### config.mk
export PLATFORM = sky130hd
export DESIGN_NAME = asram_ctrl
export DESIGN_NICKNAME = d
export VERILOG_FILES = /design/src/asram_ctrl.v
export VERILOG_INCLUDE_DIRS = /design/src /design/src/src
export SDC_FILE = /design/constraint.sdc
export NUM_CORES = 1
export LEC_CHECK = 0
export BUFFER_PORTS_ARGS = -buffer_cell sky130_fd_sc_hd__buf_2
export CAP_MARGIN = 20
export CORE_ASPECT_RATIO = 0.9
export CORE_MARGIN = 3
export CORE_UTILIZATION = 25
export CTS_BUF_LIST = sky130_fd_sc_hd__clkbuf_4 sky130_fd_sc_hd__clkbuf_8
export CTS_CLUSTER_DIAMETER = 50
export DETAILED_ROUTE_END_ITERATION = 8
export PLACE_DENSITY = 0.53
export REMOVE_ABC_BUFFERS = 1
export SLEW_MARGIN = 20
export SYNTH_ARGS = -nofsm -noshare
export SYNTH_HDL_FRONTEND = slang
export SYNTH_SLANG_ARGS = --single-unit
### constraint.sdc
create_clock -name clk_i -period 3.8 [get_ports clk_i]
set_clock_uncertainty 0.1 [all_clocks]
set_input_delay 0.19 -clock clk_i [delete_from_list [all_inputs] [get_ports clk_i]]
set_output_delay 0.19 -clock clk_i [all_outputs]
set_load 0.01 [all_outputs]
### src/asram_consts.vh
// Constants for the asynchronous static memory port controller
// Assumes a 100 MHz system clock; counts derive from nanosecond figures
`ifndef ASRAM_CONSTS_VH
`define ASRAM_CONSTS_VH
`define ASRAM_CLK_PERIOD_NS   10
`define ASRAM_CYCLE_NS        70
`define ASRAM_CYCLE_CYC       ((`ASRAM_CYCLE_NS + `ASRAM_CLK_PERIOD_NS - 1) / `ASRAM_CLK_PERIOD_NS)
`define ASRAM_ADDR_W          19
`define ASRAM_DATA_W          16
`define ASRAM_CNT_W           8
`define ASRAM_CNT_ONE         8'h01
`define ASRAM_CNT_ZERO        8'h00
`define ASRAM_LANE_LO         0
`define ASRAM_LANE_HI         1
`define ASRAM_BYTE_W          8
`define ASRAM_HI_MSB          15
`define ASRAM_HI_LSB          8
`define ASRAM_LO_MSB          7
`define ASRAM_LO_LSB          0
`define ASRAM_BYTE_ZERO       8'h00
`define ASRAM_DATA_ZERO       16'h0000
`define ASRAM_ADDR_ZERO       19'h00000
`define ASRAM_LANES_NONE      2'h0
`endif

### src/asram_ctrl.v
// Host-side controller driving an asynchronous 16-bit static memory port
// Assumes a 100 MHz clock, pin inputs synchronous to it, one request at a time
`timescale 1ns/1ps
`default_nettype none
`include "asram_consts.vh"

// How it works
// - Each cycle lasts at least access time
// - High-select retention holds low select firm
// - Deselect before retention, zero delay allowed
// - Stay deselected one cycle after retention
module asram_ctrl #(
  parameter CYCLE_CYC = `ASRAM_CYCLE_CYC
) (
  input  wire                       clk_i,
  input  wire                       nrst_i,
  input  wire                       req_i,
  input  wire                       req_write_i,
  input  wire [1:0]                 req_lanes_i,
  input  wire [`ASRAM_ADDR_W-1:0]   req_addr_i,
  input  wire [`ASRAM_DATA_W-1:0]   req_wdata_i,
  input  wire                       retain_i,
  output wire                       ready_o,
  output reg                        done_o,
  output reg  [`ASRAM_DATA_W-1:0]   rdata_o,
  output wire                       retained_o,
  output reg  [`ASRAM_ADDR_W-1:0]   word_address_o,
  output reg                        chip_select_low_n_o,
  output reg                        chip_select_high_o,
  output reg                        write_strobe_n_o,
  output reg                        output_gate_n_o,
  output reg                        low_byte_select_n_o,
  output reg                        high_byte_select_n_o,
  input  wire [`ASRAM_DATA_W-1:0]   shared_data_bus_i,
  output reg  [`ASRAM_DATA_W-1:0]   shared_data_bus_o,
  output reg  [`ASRAM_DATA_W-1:0]   shared_data_bus_oe_o
);

  // ----------------------------------------
  // States
  // ----------------------------------------
  localparam [4:0] ST_IDLE    = 5'h01;
  localparam [4:0] ST_READ    = 5'h02;
  localparam [4:0] ST_WRITE   = 5'h04;
  localparam [4:0] ST_RETAIN  = 5'h08;
  localparam [4:0] ST_RECOVER = 5'h10;


  // ----------------------------------------
  // Internal signals
  // ----------------------------------------
  reg  [4:0]               state;
  reg  [`ASRAM_CNT_W-1:0]  count;
  reg  [1:0]               lanes;
  wire [`ASRAM_CNT_W-1:0]  cycle_cnt;
  wire                     in_idle;
  wire                     in_read;
  wire                     in_write;
  wire                     in_retain;
  wire                     in_recover;
  wire                     lanes_any;
  wire                     take;
  wire                     count_last;
  wire                     counting;
  wire                     access_end;
  wire [`ASRAM_DATA_W-1:0] req_lane_mask;
  wire [`ASRAM_BYTE_W-1:0] read_hi;
  wire [`ASRAM_BYTE_W-1:0] read_lo;

  // ----------------------------------------
  // Request decode
  // ----------------------------------------
  assign cycle_cnt     = CYCLE_CYC[`ASRAM_CNT_W-1:0];
  assign in_idle       = (state == ST_IDLE);
  assign in_read       = (state == ST_READ);
  assign in_write      = (state == ST_WRITE);
  assign in_retain     = (state == ST_RETAIN);
  assign in_recover    = (state == ST_RECOVER);
  assign lanes_any     = (req_lanes_i != `ASRAM_LANES_NONE);
  assign take          = in_idle && !retain_i && req_i && lanes_any;
  assign count_last    = (count == `ASRAM_CNT_ONE);
  assign counting      = (in_read || in_write || in_recover) && !count_last;
  assign access_end    = (in_read || in_write) && count_last;
  assign req_lane_mask = {{`ASRAM_BYTE_W{req_lanes_i[`ASRAM_LANE_HI]}},
                          {`ASRAM_BYTE_W{req_lanes_i[`ASRAM_LANE_LO]}}};
  assign read_hi       = lanes[`ASRAM_LANE_HI] ? shared_data_bus_i[`ASRAM_HI_MSB:`ASRAM_HI_LSB] : `ASRAM_BYTE_ZERO;
  assign read_lo       = lanes[`ASRAM_LANE_LO] ? shared_data_bus_i[`ASRAM_LO_MSB:`ASRAM_LO_LSB] : `ASRAM_BYTE_ZERO;

  // ----------------------------------------
  // Status outputs
  // ----------------------------------------
  assign ready_o    = in_idle && !retain_i;
  assign retained_o = in_retain;

  // ----------------------------------------
  // Cycle counter
  // ----------------------------------------
  always @(posedge clk_i or negedge nrst_i) begin
    if (!nrst_i) begin
      count <= `ASRAM_CNT_ZERO;
    end else if (take) begin
      // Every access holds its pins for a full cycle
      count <= cycle_cnt;
    end else if (in_retain && !retain_i) begin
      count <= cycle_cnt;
    end else if (counting) begin
      count <= count - `ASRAM_CNT_ONE;
    end
  end

  // ----------------------------------------
  // Read capture and completion
  // ----------------------------------------
  always @(posedge clk_i or negedge nrst_i) begin
    if (!nrst_i) begin
      done_o  <= 1'h0;
      rdata_o <= `ASRAM_DATA_ZERO;
    end else begin
      done_o <= access_end;
      if (in_read && count_last) begin
        // Unselected lanes read as zero
        rdata_o <= {read_hi, read_lo};
      end
    end
  end

  // ----------------------------------------
  // Sequencer and pins
  // ----------------------------------------
  always @(posedge clk_i or negedge nrst_i) begin
    if (!nrst_i) begin
      state                <= ST_IDLE;
      lanes                <= `ASRAM_LANES_NONE;
      word_address_o       <= `ASRAM_ADDR_ZERO;
      chip_select_low_n_o  <= 1'h1;
      chip_select_high_o   <= 1'h0;
      write_strobe_n_o     <= 1'h1;
      output_gate_n_o      <= 1'h1;
      low_byte_select_n_o  <= 1'h1;
      high_byte_select_n_o <= 1'h1;
      shared_data_bus_o    <= `ASRAM_DATA_ZERO;
      shared_data_bus_oe_o <= `ASRAM_DATA_ZERO;
    end else begin
      case (state)
        ST_IDLE: begin
          // Standby with low and byte selects off, high select on, bus released
          chip_select_low_n_o  <= 1'h1;
          chip_select_high_o   <= 1'h1;
          write_strobe_n_o     <= 1'h1;
          output_gate_n_o      <= 1'h1;
          low_byte_select_n_o  <= 1'h1;
          high_byte_select_n_o <= 1'h1;
          shared_data_bus_oe_o <= `ASRAM_DATA_ZERO;
          if (retain_i) begin
            // Deselected already, retention may follow at once
            chip_select_high_o <= 1'h0;
            state              <= ST_RETAIN;
          end else if (take) begin
            word_address_o       <= req_addr_i;
            lanes                <= req_lanes_i;
            chip_select_low_n_o  <= 1'h0;
            chip_select_high_o   <= 1'h1;
            low_byte_select_n_o  <= !req_lanes_i[`ASRAM_LANE_LO];
            high_byte_select_n_o <= !req_lanes_i[`ASRAM_LANE_HI];
            if (req_write_i) begin
              write_strobe_n_o     <= 1'h0;
              shared_data_bus_o    <= req_wdata_i;
              shared_data_bus_oe_o <= req_lane_mask;
              state                <= ST_WRITE;
            end else begin
              // Bus released at the same edge that opens the gate
              output_gate_n_o      <= 1'h0;
              shared_data_bus_oe_o <= `ASRAM_DATA_ZERO;
              state                <= ST_READ;
            end
          end
        end
        ST_READ: begin
          if (count_last) begin
            output_gate_n_o      <= 1'h1;
            chip_select_low_n_o  <= 1'h1;
            low_byte_select_n_o  <= 1'h1;
            high_byte_select_n_o <= 1'h1;
            state                <= ST_IDLE;
          end
        end
        ST_WRITE: begin
          if (count_last) begin
            // Strobe ends the write; data held one more cycle
            write_strobe_n_o     <= 1'h1;
            chip_select_low_n_o  <= 1'h1;
            low_byte_select_n_o  <= 1'h1;
            high_byte_select_n_o <= 1'h1;
            state                <= ST_IDLE;
          end
        end
        ST_RETAIN: begin
          if (!retain_i) begin
            state <= ST_RECOVER;
          end
        end
        ST_RECOVER: begin
          // Deselected for one full read cycle
          chip_select_high_o <= 1'h1;
          if (count_last) begin
            state <= ST_IDLE;
          end
        end
        default: begin
          state <= ST_IDLE;
        end
      endcase
    end
  end

endmodule // asram_ctrl
`default_nettype wire

# Word-level counts from Yosys, hierarchy flattened
# Index checks and enable logic that the tools add are counted.
# totals
register_bits	89
out_inout_bits	76
elab_cells	89
# classes
n_addsub	1
n_eq_ne	12
n_mux	34
bitwise	1
reduce_logical	27
# op_table
cell	count
16-bit 2-to-1 mux	3
8-bit 2-to-1 mux	5
5-bit 2-to-1 mux	4
5-bit one-hot mux with 3 select lines	1
1-bit 2-to-1 mux	14
1-bit one-hot mux with 2 select lines	6
2-bit nonzero test	5
8-bit by 1-bit equality test with 1-bit output, second input constant	1
2-bit by 1-bit inequality test with 1-bit output, second input constant	4
8-bit by 1-bit subtractor with 8-bit output, second input constant	1
1-bit logical AND	7
2-bit AND reduction	3
3-bit AND reduction	2
5-bit by 1-bit equality test with 1-bit output, second input constant	1
5-bit by 2-bit equality test with 1-bit output, second input constant	1
5-bit by 3-bit equality test with 1-bit output, second input constant	1
5-bit by 4-bit equality test with 1-bit output, second input constant	1
5-bit equality test, second input constant	1
1-bit logical NOT	4
4-bit AND reduction	1
3-bit 2-to-1 mux	1
3-bit by 2-bit inequality test with 1-bit output, second input constant	1
3-bit nonzero test	1
3-bit OR reduction	1
4 further kinds	5

# Depth between registers and ports, before layout
# Gate-level depths: netlist of run 1.
# depth
ltp_word	7
depth_mapped	7
ltp_nobuf	6

# Worst setup path before layout of run 1
# No wires, ideal clock.
# synth_path
path_type	reg2reg
startpoint	register state[0]
endpoint	register shared_data_bus_o[10]
arrival_time_ns	1.645
slack_ns	1.930
stages_incl_launch_ff	6
synth_period_minus_slack_ns	1.870
cell_sequence	dfstp_2 buf_2 nor4b_4 nand4_4 buf_6 mux2_4
# synth_via
elab_chain_cells	5
# synth_lines
item	line_no	source
from (decl)	asram_ctrl.v:52	reg [4:0] state;
from (signal assigned)	asram_ctrl.v:132	state <= ST_IDLE;
from (signal assigned)	asram_ctrl.v:157	state <= ST_RETAIN;
from (signal assigned)	asram_ctrl.v:169	state <= ST_WRITE;
5-bit by 1-bit equality test with 1-bit output (*)	asram_ctrl.v:74, asram_ctrl.v:144	
1-bit logical AND (3 in series)	asram_ctrl.v:80	assign take = in_idle && !retain_i && req_i && lanes_any;
4-bit AND reduction (no line) (*)	-	
to (signal assigned)	asram_ctrl.v:141	shared_data_bus_o <= `ASRAM_DATA_ZERO;
to (signal assigned)	asram_ctrl.v:167	shared_data_bus_o <= req_wdata_i;
to (decl)	asram_ctrl.v:35	output reg [`ASRAM_DATA_W-1:0] shared_data_bus_o,
# Mark *: on every way between the ends. The rest lies on a longest branch, timed or not.
# A chain may end at the register's enable or synchronous reset.

# Final worst setup path of run 1
# layout_path
startpoint	register state[0]
endpoint	register state[1]
# layout_via
elab_chain_cells	6
elab_cells_between_ends	14
# layout_lines
item	line_no
5-bit by 1-bit equality test with 1-bit output	asram_ctrl.v:74, asram_ctrl.v:144
1-bit logical AND (3 in series)	asram_ctrl.v:80
3-bit by 2-bit inequality test with 1-bit output (no line)	-
3-bit AND reduction (no line)	-
# Several ways; a longest one is shown, not always the timed one.

==> flow_summary.toml, run 1 <==
[detailed_routing]
route.detailed.drc = 0
routedWlPerCell_um = 13.6
ant_nets = 0
routed_wl_mm = 8.94
drt_iter0_drc = 112
vias = 2901
dr.pass1.iters = 5
viasPerCell = 4.41

[timing]
max_freq_mhz = 428
post-route-min-period_ns = 2.34
worstMarginPinSlew_ns = 0.947
setup_violations = 0
finalHoldViolations = 0
setup_tns_ns = 0
setup_ws_ns = 1.46
fin_crit_sh = 0.616
rsz0062_at_grt = "no"
relSlewSlack = 0.369
final_max_slew_viol_count = 0

[global_routing]
gr-total-overflow = 0
grt_pass1_vias = 2878
antenna_found_initial = 0
grt_max_degree = 76
grt_first_pass_wirelength_mm = 14.2
track_usage = 0.120

[place]
gp_congestion = 0.776
dp_slack_ns = 1.43
dpl.hpwl_mm = 6.05
placed_cells = 590
numPortBuffers = 133

[setup_path]
required_ns = 3.94
path_class = "reg -> reg"
worst-path-buf-inv = 0
slowest_stage = "nand3_1"
slowest_delay_ns = 0.73
cp.arrival_ns = 2.48
crit_fanout = 24
timing.rr.end = "state[1]$_DFFE_PN0P_"
end_kind = "flop"
crit_path_start_kind = "flop"
r2r_start = "state[0]$_DFFE_PN1P_"
cp_top_family = "simple AND/OR/NAND/NOR gates"
r2r_slack_ns = 1.46
path_cells = "nor4b_4, nand3_1, o22ai_1"
r2r_cells = 3

[final_layout]
drive_gt1_frac = 0.358
area_delta_synth_final_pct = 42.2
stdcell_count = 658
layout_common_cells = "buf_2 (132), nand2_1 (98), dfrtp_1 (69)"
fin_nets = 549
mostFrequentLayoutCell = "buf_2"
antenna_cells = 0
nFillCells = 1296

[clocking]
htreeDepth = 3
cts.sinks = 75
tritoncts = "done"
cts_made_buffers = 9
clock_latency_ns = 0.34
root_buffer = "clkbuf_8"
clk_pin_slew_ns = 0.08
cts_max_path_buffers = 2
cts_resized = 0

[logic_synthesis]
synthDistinctLibCells = 47
syn_area_per_cell_um2 = 10.3
synth_area_um2 = 3340
syn_inst = 323
yosysWarnings = 0
synth_top_area_frac = 0.518
synth_edf_count = 0
async_flop_share = 1.00
ys.flop_type = "dfrtp_1"
synth.area.top_cells = "dfrtp_1 (52%), nand2_1 (11%), dfstp_2 (4.7%), o21ai_0 (3.8%), buf_4 (3.6%)"
synth_seq_area_share = 0.565
ys_ff_latch = 75
synth_area_leader_cell = "dfrtp_1"

[hold_path]
whs_path_depth = 3
worstHoldStart = "shared_data_bus_i[13]"
min_path_type = "in -> reg"
min_to = "rdata_o[13]$_DFFE_PN0P_"

[die]
die-area_um2 = 14800
rows = 39
io_pins = 134
dieWidth_um = 128
design.core.area_um2 = 12900
start_util = 0.259
chipHeight_um = 116

[pwr]
power.leakage_nw = 2.37
power_w = 0.00285
power_per_cell_area_nw_per_um2 = 601
ir_drop_v = 0.000222

[outcome]
outcome = "complete, no violations"

[job]
maxCapViolCount = 0
[metal layers]
layer,global-route usage,wire [um]
met5,0,0
met4,0.0389,142
met3,0.0406,623
met2,0.198,4240
met1,0.148,3940
[synth_stat cells, drive strengths merged, types with 3 or more instances]
cell type	number
o31ai	5
dfstp	6
inv	7
or3	3
o21a	4
mux2	16
clkbuf	6
nand2	98
or4	6
a21oi	7
o21ai	25
nor2	8
buf	25
nand3	6
dfrtp	69
[tightest hold or removal path, delay by kind of cell]
kind,cells,cell delay [ns]
buffers and inverters,1,0.10
and+or+nand+nor,1,0.05
AOI/OAI and AO/OA,1,0.07
[how the worst max path moves through the flow]
stage	from	endpoint	slack, ns	cells past startpoint
after floorplan	count[1]$_DFFE_PN0P_	rdata_o[0]$_DFFE_PN0P_	1.77	6
after global placement	state[0]$_DFFE_PN1P_	state[1]$_DFFE_PN0P_	1.56	3
after detailed placement	state[0]$_DFFE_PN1P_	state[1]$_DFFE_PN0P_	1.43	3
after CTS	state[0]$_DFFE_PN1P_	state[1]$_DFFE_PN0P_	1.41	3
after global routing	state[4]$_DFFE_PN0P_	state[1]$_DFFE_PN0P_	1.29	3
final	state[0]$_DFFE_PN1P_	state[1]$_DFFE_PN0P_	1.46	3
[sequential cells by signal, summed over array words and instances, names as in the netlist]
signal	flops
chip_select_high_o	1
chip_select_low_n_o	1
count	8
done_o	1
high_byte_select_n_o	1
lanes	2
low_byte_select_n_o	1
output_gate_n_o	1
rdata_o	16
shared_data_bus_o	16
shared_data_bus_oe_o	2
state	5
word_address_o	19
write_strobe_n_o	1
[timing repair]
action                                  in CTS  in global routing
hold buffers                                52                  0
endpoints found under the hold margin      120                  0
endpoints found under the setup margin       0                  0
buffers inserted                             0                  0
[report_power, final]
part | internal [W] | switching, W | leakage, nW
sequential | 0.00106 | 0.000190 | 0.866
combinational | 0.000456 | 0.000516 | 1.40
clock | 0.000331 | 0.000300 | 0.103
total | 0.00185 | 0.00101 | 2.37
[per-stage QoR]
step,hold slack [ns],cell area (um2),util
final,0.0155,4740,0.368
after CTS,0.00458,4740,0.368
after global routing,0.0203,4740,0.368
after global placement,0.285,4020,0.312
after detailed placement,0.288,4020,0.312
after floorplan,-0.206,3140,-
[cells by family (layout without fill, tap and decap cells)]
group / Yosys count / in the layout / synth area share
compound gates: 55 / 55 / 0.104
simple gates: 135 / 135 / 0.188
flops: 75 / 75 / 0.565
mux: 16 / 16 / 0.0630
xor+xnor: 2 / 2 / 0.00525
fa+ha+maj: 2 / 2 / 0.00750
buf+inv: 38 / 209 / 0.0671
[area by class of cell]
| type | count | area, um2 | share of cell area |
|---|---|---|---|
| Timing Repair Buffer | 186 | 1200 | 0.252 |
| Multi-Input combinational cell | 210 | 1230 | 0.259 |
| Sequential cell | 75 | 1880 | 0.397 |
| Clock buffer | 11 | 145 | 0.0306 |
| Tap cell | 164 | 205 | 0.0432 |
| Inverter | 7 | 26.3 | 0.00554 |
| Clock inverter | 5 | 60.1 | 0.0127 |
(Power assumes the default switching activity.)
==> inputs of run 2 (changes only) <==
Clock period 3.8 ns to 2.35 ns, I/O delays scaled along.
==> flow_summary.toml, run 2 (synthesized netlist as in run 1, its figures left out) <==
[pwr]
ir_drop_v = 0.000454
power.leakage_nw = 2.39
power_per_cell_area_nw_per_um2 = 956
power_w = 0.00458

[detailed_routing]
drt_iter0_drc = 98
vias = 2924
viasPerCell = 4.40
dr.pass1.iters = 4
ant_nets = 0
route.detailed.drc = 0
routedWlPerCell_um = 13.1
routed_wl_mm = 8.70

[timing]
relSlewSlack = 0.368
post-route-min-period_ns = 2.05
setup_violations = 0
max_freq_mhz = 488
rsz0062_at_grt = "no"
final_max_slew_viol_count = 0
setup_tns_ns = 0
fin_crit_sh = 0.871
worstMarginPinSlew_ns = 0.948
setup_ws_ns = 0.302
finalHoldViolations = 0

[clocking]
cts.sinks = 75
tritoncts = "done"
clock_latency_ns = 0.35
htreeDepth = 3
cts_made_buffers = 9
cts_max_path_buffers = 2
clk_pin_slew_ns = 0.08
root_buffer = "clkbuf_8"
post_cts_buffers = 0

[die]
chipHeight_um = 116
rows = 39
start_util = 0.259
io_pins = 134
design.core.area_um2 = 12900
dieWidth_um = 128
die-area_um2 = 14800

[final_layout]
multi_input_area_um2 = 1230
post-route-util = 0.372
fin_nets = 555
reg_top3 = "word_address_o (19), rdata_o (16), shared_data_bus_o (16)"
area_delta_synth_final_pct = 43.7
top_register = "word_address_o"
mostFrequentLayoutCell = "buf_2"
finalInstanceArea_um2 = 4790
layout_common_cells = "buf_2 (132), nand2_1 (98), dfrtp_1 (69)"
seq_area_um2 = 1880
drive_gt1_frac = 0.358
largest_register_ffs = 19
nFillCells = 1303

[global_routing]
gr-total-overflow = 0
grt_first_pass_wirelength_mm = 13.8
track_usage = 0.116
grt_max_degree = 76
antenna_found_initial = 0
grt_pass1_vias = 2867

[setup_path]
end_kind = "primary output"
r2r_start = "state[4]$_DFFE_PN0P_"
timing.rr.end = "count[4]$_DFFE_PN0P_"
cp-endpoint = "ready_o"
path_class = "reg -> out"
crit_fanout = 10
slowest_delay_ns = 0.52
r2r_cells = 4
startpoint = "state[4]$_DFFE_PN0P_"
path_cells = "nor2_1, nand3_1, nor2_1, buf_2"
required_ns = 2.13
crit_path_start_kind = "flop"
slowest_stage = "dfrtp_1"
cp.depth = 4
r2r_slack_ns = 0.31
cp_top_family = "simple AND/OR/NAND/NOR gates"
cp.arrival_ns = 1.83
crit_top_cell = "nor2_1"
worst-path-buf-inv = 1

[place]
dp_slack_ns = 0.310
numPortBuffers = 133
gp_congestion = 0.771
place_area_um2 = 4030
dpl.hpwl_mm = 5.96

[outcome]
outcome = "complete, no violations"

[hold_path]
min_path_type = "in -> reg"

[job]
maxCapViolCount = 0
==> run 2: cell count changes in the layout (fill, tap and decap cells not counted), sizes merged <==
| cell | change |
|---|---|
| buf | +2 |
| diode | +1 |
| clkbuf | -1 |
| clkinv | +1 |
| dlygate4sd3 | +4 |
==> run 2: timing repair <==
| item | in CTS | in global routing |
|---|---|---|
| hold buffers | 56 | 0 |
| endpoints found under the hold margin | 129 | 0 |
| gates resized for setup | 0 | 0 |
| endpoints found under the setup margin | 0 | 0 |
==> run 2: worst min path at each step <==
stage,slack (ns),start,end,cells after the start
floorplan,-0.28,nrst_i,chip_select_high_o$_DFFE_PN0P_,0
global placement,0.21,req_addr_i[16],word_address_o[16]$_DFFE_PN0P_,3
detailed placement,0.22,req_addr_i[6],word_address_o[6]$_DFFE_PN0P_,3
CTS,0.26,req_i,state[0]$_DFFE_PN1P_,4
global route,0.31,req_i,state[0]$_DFFE_PN1P_,4
finish,0.28,req_i,state[0]$_DFFE_PN1P_,4
==> run 2: power breakdown <==
part	internal, W	switching, W
clock network	0.000504	0.000489
logic	0.000749	0.000826
registers	0.00171	0.000300
total	0.00297	0.00162
==> run 2: worst reg2reg max path, cell delays in order (launching register included) <==
cell,delay [ns]
dfrtp_1,0.52
o21ai_0,0.29
o211ai_1,0.35
or4_1,0.56
a21oi_1,0.15
==> run 2: per-layer routing <==
metal,wire length (um),vias to the layer above,global-route usage,part of all wire
met5,0,-,0,0
met4,141,0,0.0438,0.016
met3,557,12,0.0309,0.064
met2,4160,102,0.194,0.48
met1,3840,1385,0.145,0.44
li1,-,1425,-,-
==> run 2: cell type report <==
cell class / instances / share of cell area
multi-input combinational: 210 / 0.256
sequential: 75 / 0.393
tap: 164 / 0.0428
clock inverter: 6 / 0.0136
inverter: 7 / 0.00548
clock buffer: 10 / 0.0274
antenna: 1 / 0.000522
timing repair buffer: 192 / 0.261
==> run 2: through the flow <==
step	hold slack [ns]	std cells
3_3_place_gp	0.209	592
3_5_place_dp	0.218	592
2_1_floorplan	-0.278	292
6_report	0.282	665
4_1_cts	0.263	664
5_1_grt	0.307	664
==> inputs of run 3 (changes only) <==
Settings changed: HOLD_SLACK_MARGIN set to 0.1.
Clock period 2.35 ns to 1.9 ns, I/O delays scaled along.
==> flow_summary.toml, run 3 (synthesized netlist as in run 1, its figures left out) <==
[final_layout]
layout_common_cells = "buf_2 (132), nand2_1 (98), dfrtp_1 (66)"
mostFrequentLayoutCell = "buf_2"
seq_area_um2 = 1890
drive_gt1_frac = 0.409
stdcell_count = 682
fin_nets = 573
nFillCells = 1258
multi_input_area_um2 = 1290
top_register = "word_address_o"
area_delta_synth_final_pct = 50.9
largest_register_ffs = 19
antenna_cells = 0
reg_top3 = "word_address_o (19), rdata_o (16), shared_data_bus_o (16)"

[timing]
relSlewSlack = 0.708
whs_ns = 0.110
post-route-min-period_ns = 1.84
final_max_slew_viol_count = 0
rsz0062_at_grt = "yes"
finalHoldViolations = 0
fin_crit_sh = 0.968
setup_violations = 0
worstMarginPinSlew_ns = 0.434
max_freq_mhz = 544

[outcome]
outcome = "complete, no violations"

[clocking]
tritoncts = "done"
cts_made_buffers = 9
clock_latency_ns = 0.35
htreeDepth = 3
clk_pin_slew_ns = 0.09
cts.sinks = 75
root_buffer = "clkbuf_8"
cts_max_path_buffers = 2

[detailed_routing]
routedWlPerCell_um = 13.1
routed_wl_mm = 8.94
ant_nets = 0
viasPerCell = 4.35
vias = 2966
dr.pass1.iters = 4
route.detailed.drc = 0
drt_iter0_drc = 106

[setup_path]
end_kind = "flop"
crit_fanout = 6
r2r_cells = 5
slowest_stage = "or4_1"
path_cells = "o21ai_1, o211ai_1, buf_4, or4_1, a21oi_2"
crit_path_start_kind = "flop"
r2r_start = "state[4]$_DFFE_PN0P_"
slowest_delay_ns = 0.49
cp.arrival_ns = 2.03
timing.rr.end = "count[6]$_DFFE_PN0P_"
path_class = "reg -> reg"
r2r_slack_ns = 0.06
required_ns = 2.09

[place]
numPortBuffers = 133
gp_congestion = 0.774
dpl.hpwl_mm = 6.37
placed_cells = 605

[global_routing]
grt_max_degree = 33
antenna_found_initial = 0
grt_first_pass_wirelength_mm = 14.2
gr-total-overflow = 0
grt_pass1_vias = 2817
track_usage = 0.119

[pwr]
ir_drop_v = 0.000442
power.leakage_nw = 2.51
power_per_cell_area_nw_per_um2 = 1200

[die]
rows = 39
dieWidth_um = 128
io_pins = 134
die-area_um2 = 14800
design.core.area_um2 = 12900
start_util = 0.259
chipHeight_um = 116

[job]
maxCapViolCount = 0

[hold_path]
min_path_type = "in -> async"
-- run 3: power breakdown --
group | switching (W) | total, W | internal (W)
registers | 0.000354 | 0.00247 | 0.00212
logic | 0.00112 | 0.00218 | 0.00106
clock network | 0.000647 | 0.00141 | 0.000762
total | 0.00212 | 0.00606 | 0.00394
-- run 3: layout make-up --
type,instances,share of cell area
tap,164,0.0408
sequential,75,0.375
clock inverter,7,0.0209
inverter,7,0.00522
multi-input combinational,210,0.256
clock buffer,9,0.0246
timing repair buffer,210,0.278
-- run 3: per-layer routing --
layer  vias to the layer above  GRT usage  wire, um
li1                       1467          -         -
met2                        95      0.197      4370
met1                      1394      0.151      3860
met3                        10     0.0359       589
met4                         0     0.0396       121
met5                         -          0         0
-- run 3: stage by stage --
stage	worst slack, ns	area (um2)	power, W	utilization	TNS, ns
floorplan	-0.132	3140	0.00353	-	-2.11
finish	0.0605	5030	0.00606	0.391	0
global placement	0.0133	4140	0.00446	0.322	0
detailed placement	-0.0221	4140	0.00451	0.322	-0.0673
CTS	-0.0410	4960	0.00610	0.385	-0.0752
global route	-0.0376	5030	0.00651	0.391	-0.121
-- run 3: worst max-delay path, delay by kind of cell, from the launching register on --
family / cells / cell delay [ns]
compound gates: 3 / 0.52
simple gates: 1 / 0.49
buf+inv: 1 / 0.20
flops: 1 / 0.48
-- run 3: what timing repair did --
item,in CTS,in global routing
setup endpoints to repair,9,35
endpoints found under the hold margin,137,0
gates resized for setup,8,12
pin swaps,0,3
setup buffers,0,5
hold buffers,56,0
-- run 3: worst max-delay path by stage --
| stage | from | to | slack, ns |
|---|---|---|---|
| finish | state[4]$_DFFE_PN0P_ | count[6]$_DFFE_PN0P_ | 0.06 |
| CTS | state[4]$_DFFE_PN0P_ | retained_o | -0.04 |
| global placement | count[1]$_DFFE_PN0P_ | state[1]$_DFFE_PN0P_ | 0.01 |
| global route | state[4]$_DFFE_PN0P_ | count[6]$_DFFE_PN0P_ | -0.04 |
| detailed placement | count[1]$_DFFE_PN0P_ | count[6]$_DFFE_PN0P_ | -0.02 |
| floorplan | count[1]$_DFFE_PN0P_ | rdata_o[0]$_DFFE_PN0P_ | -0.13 |
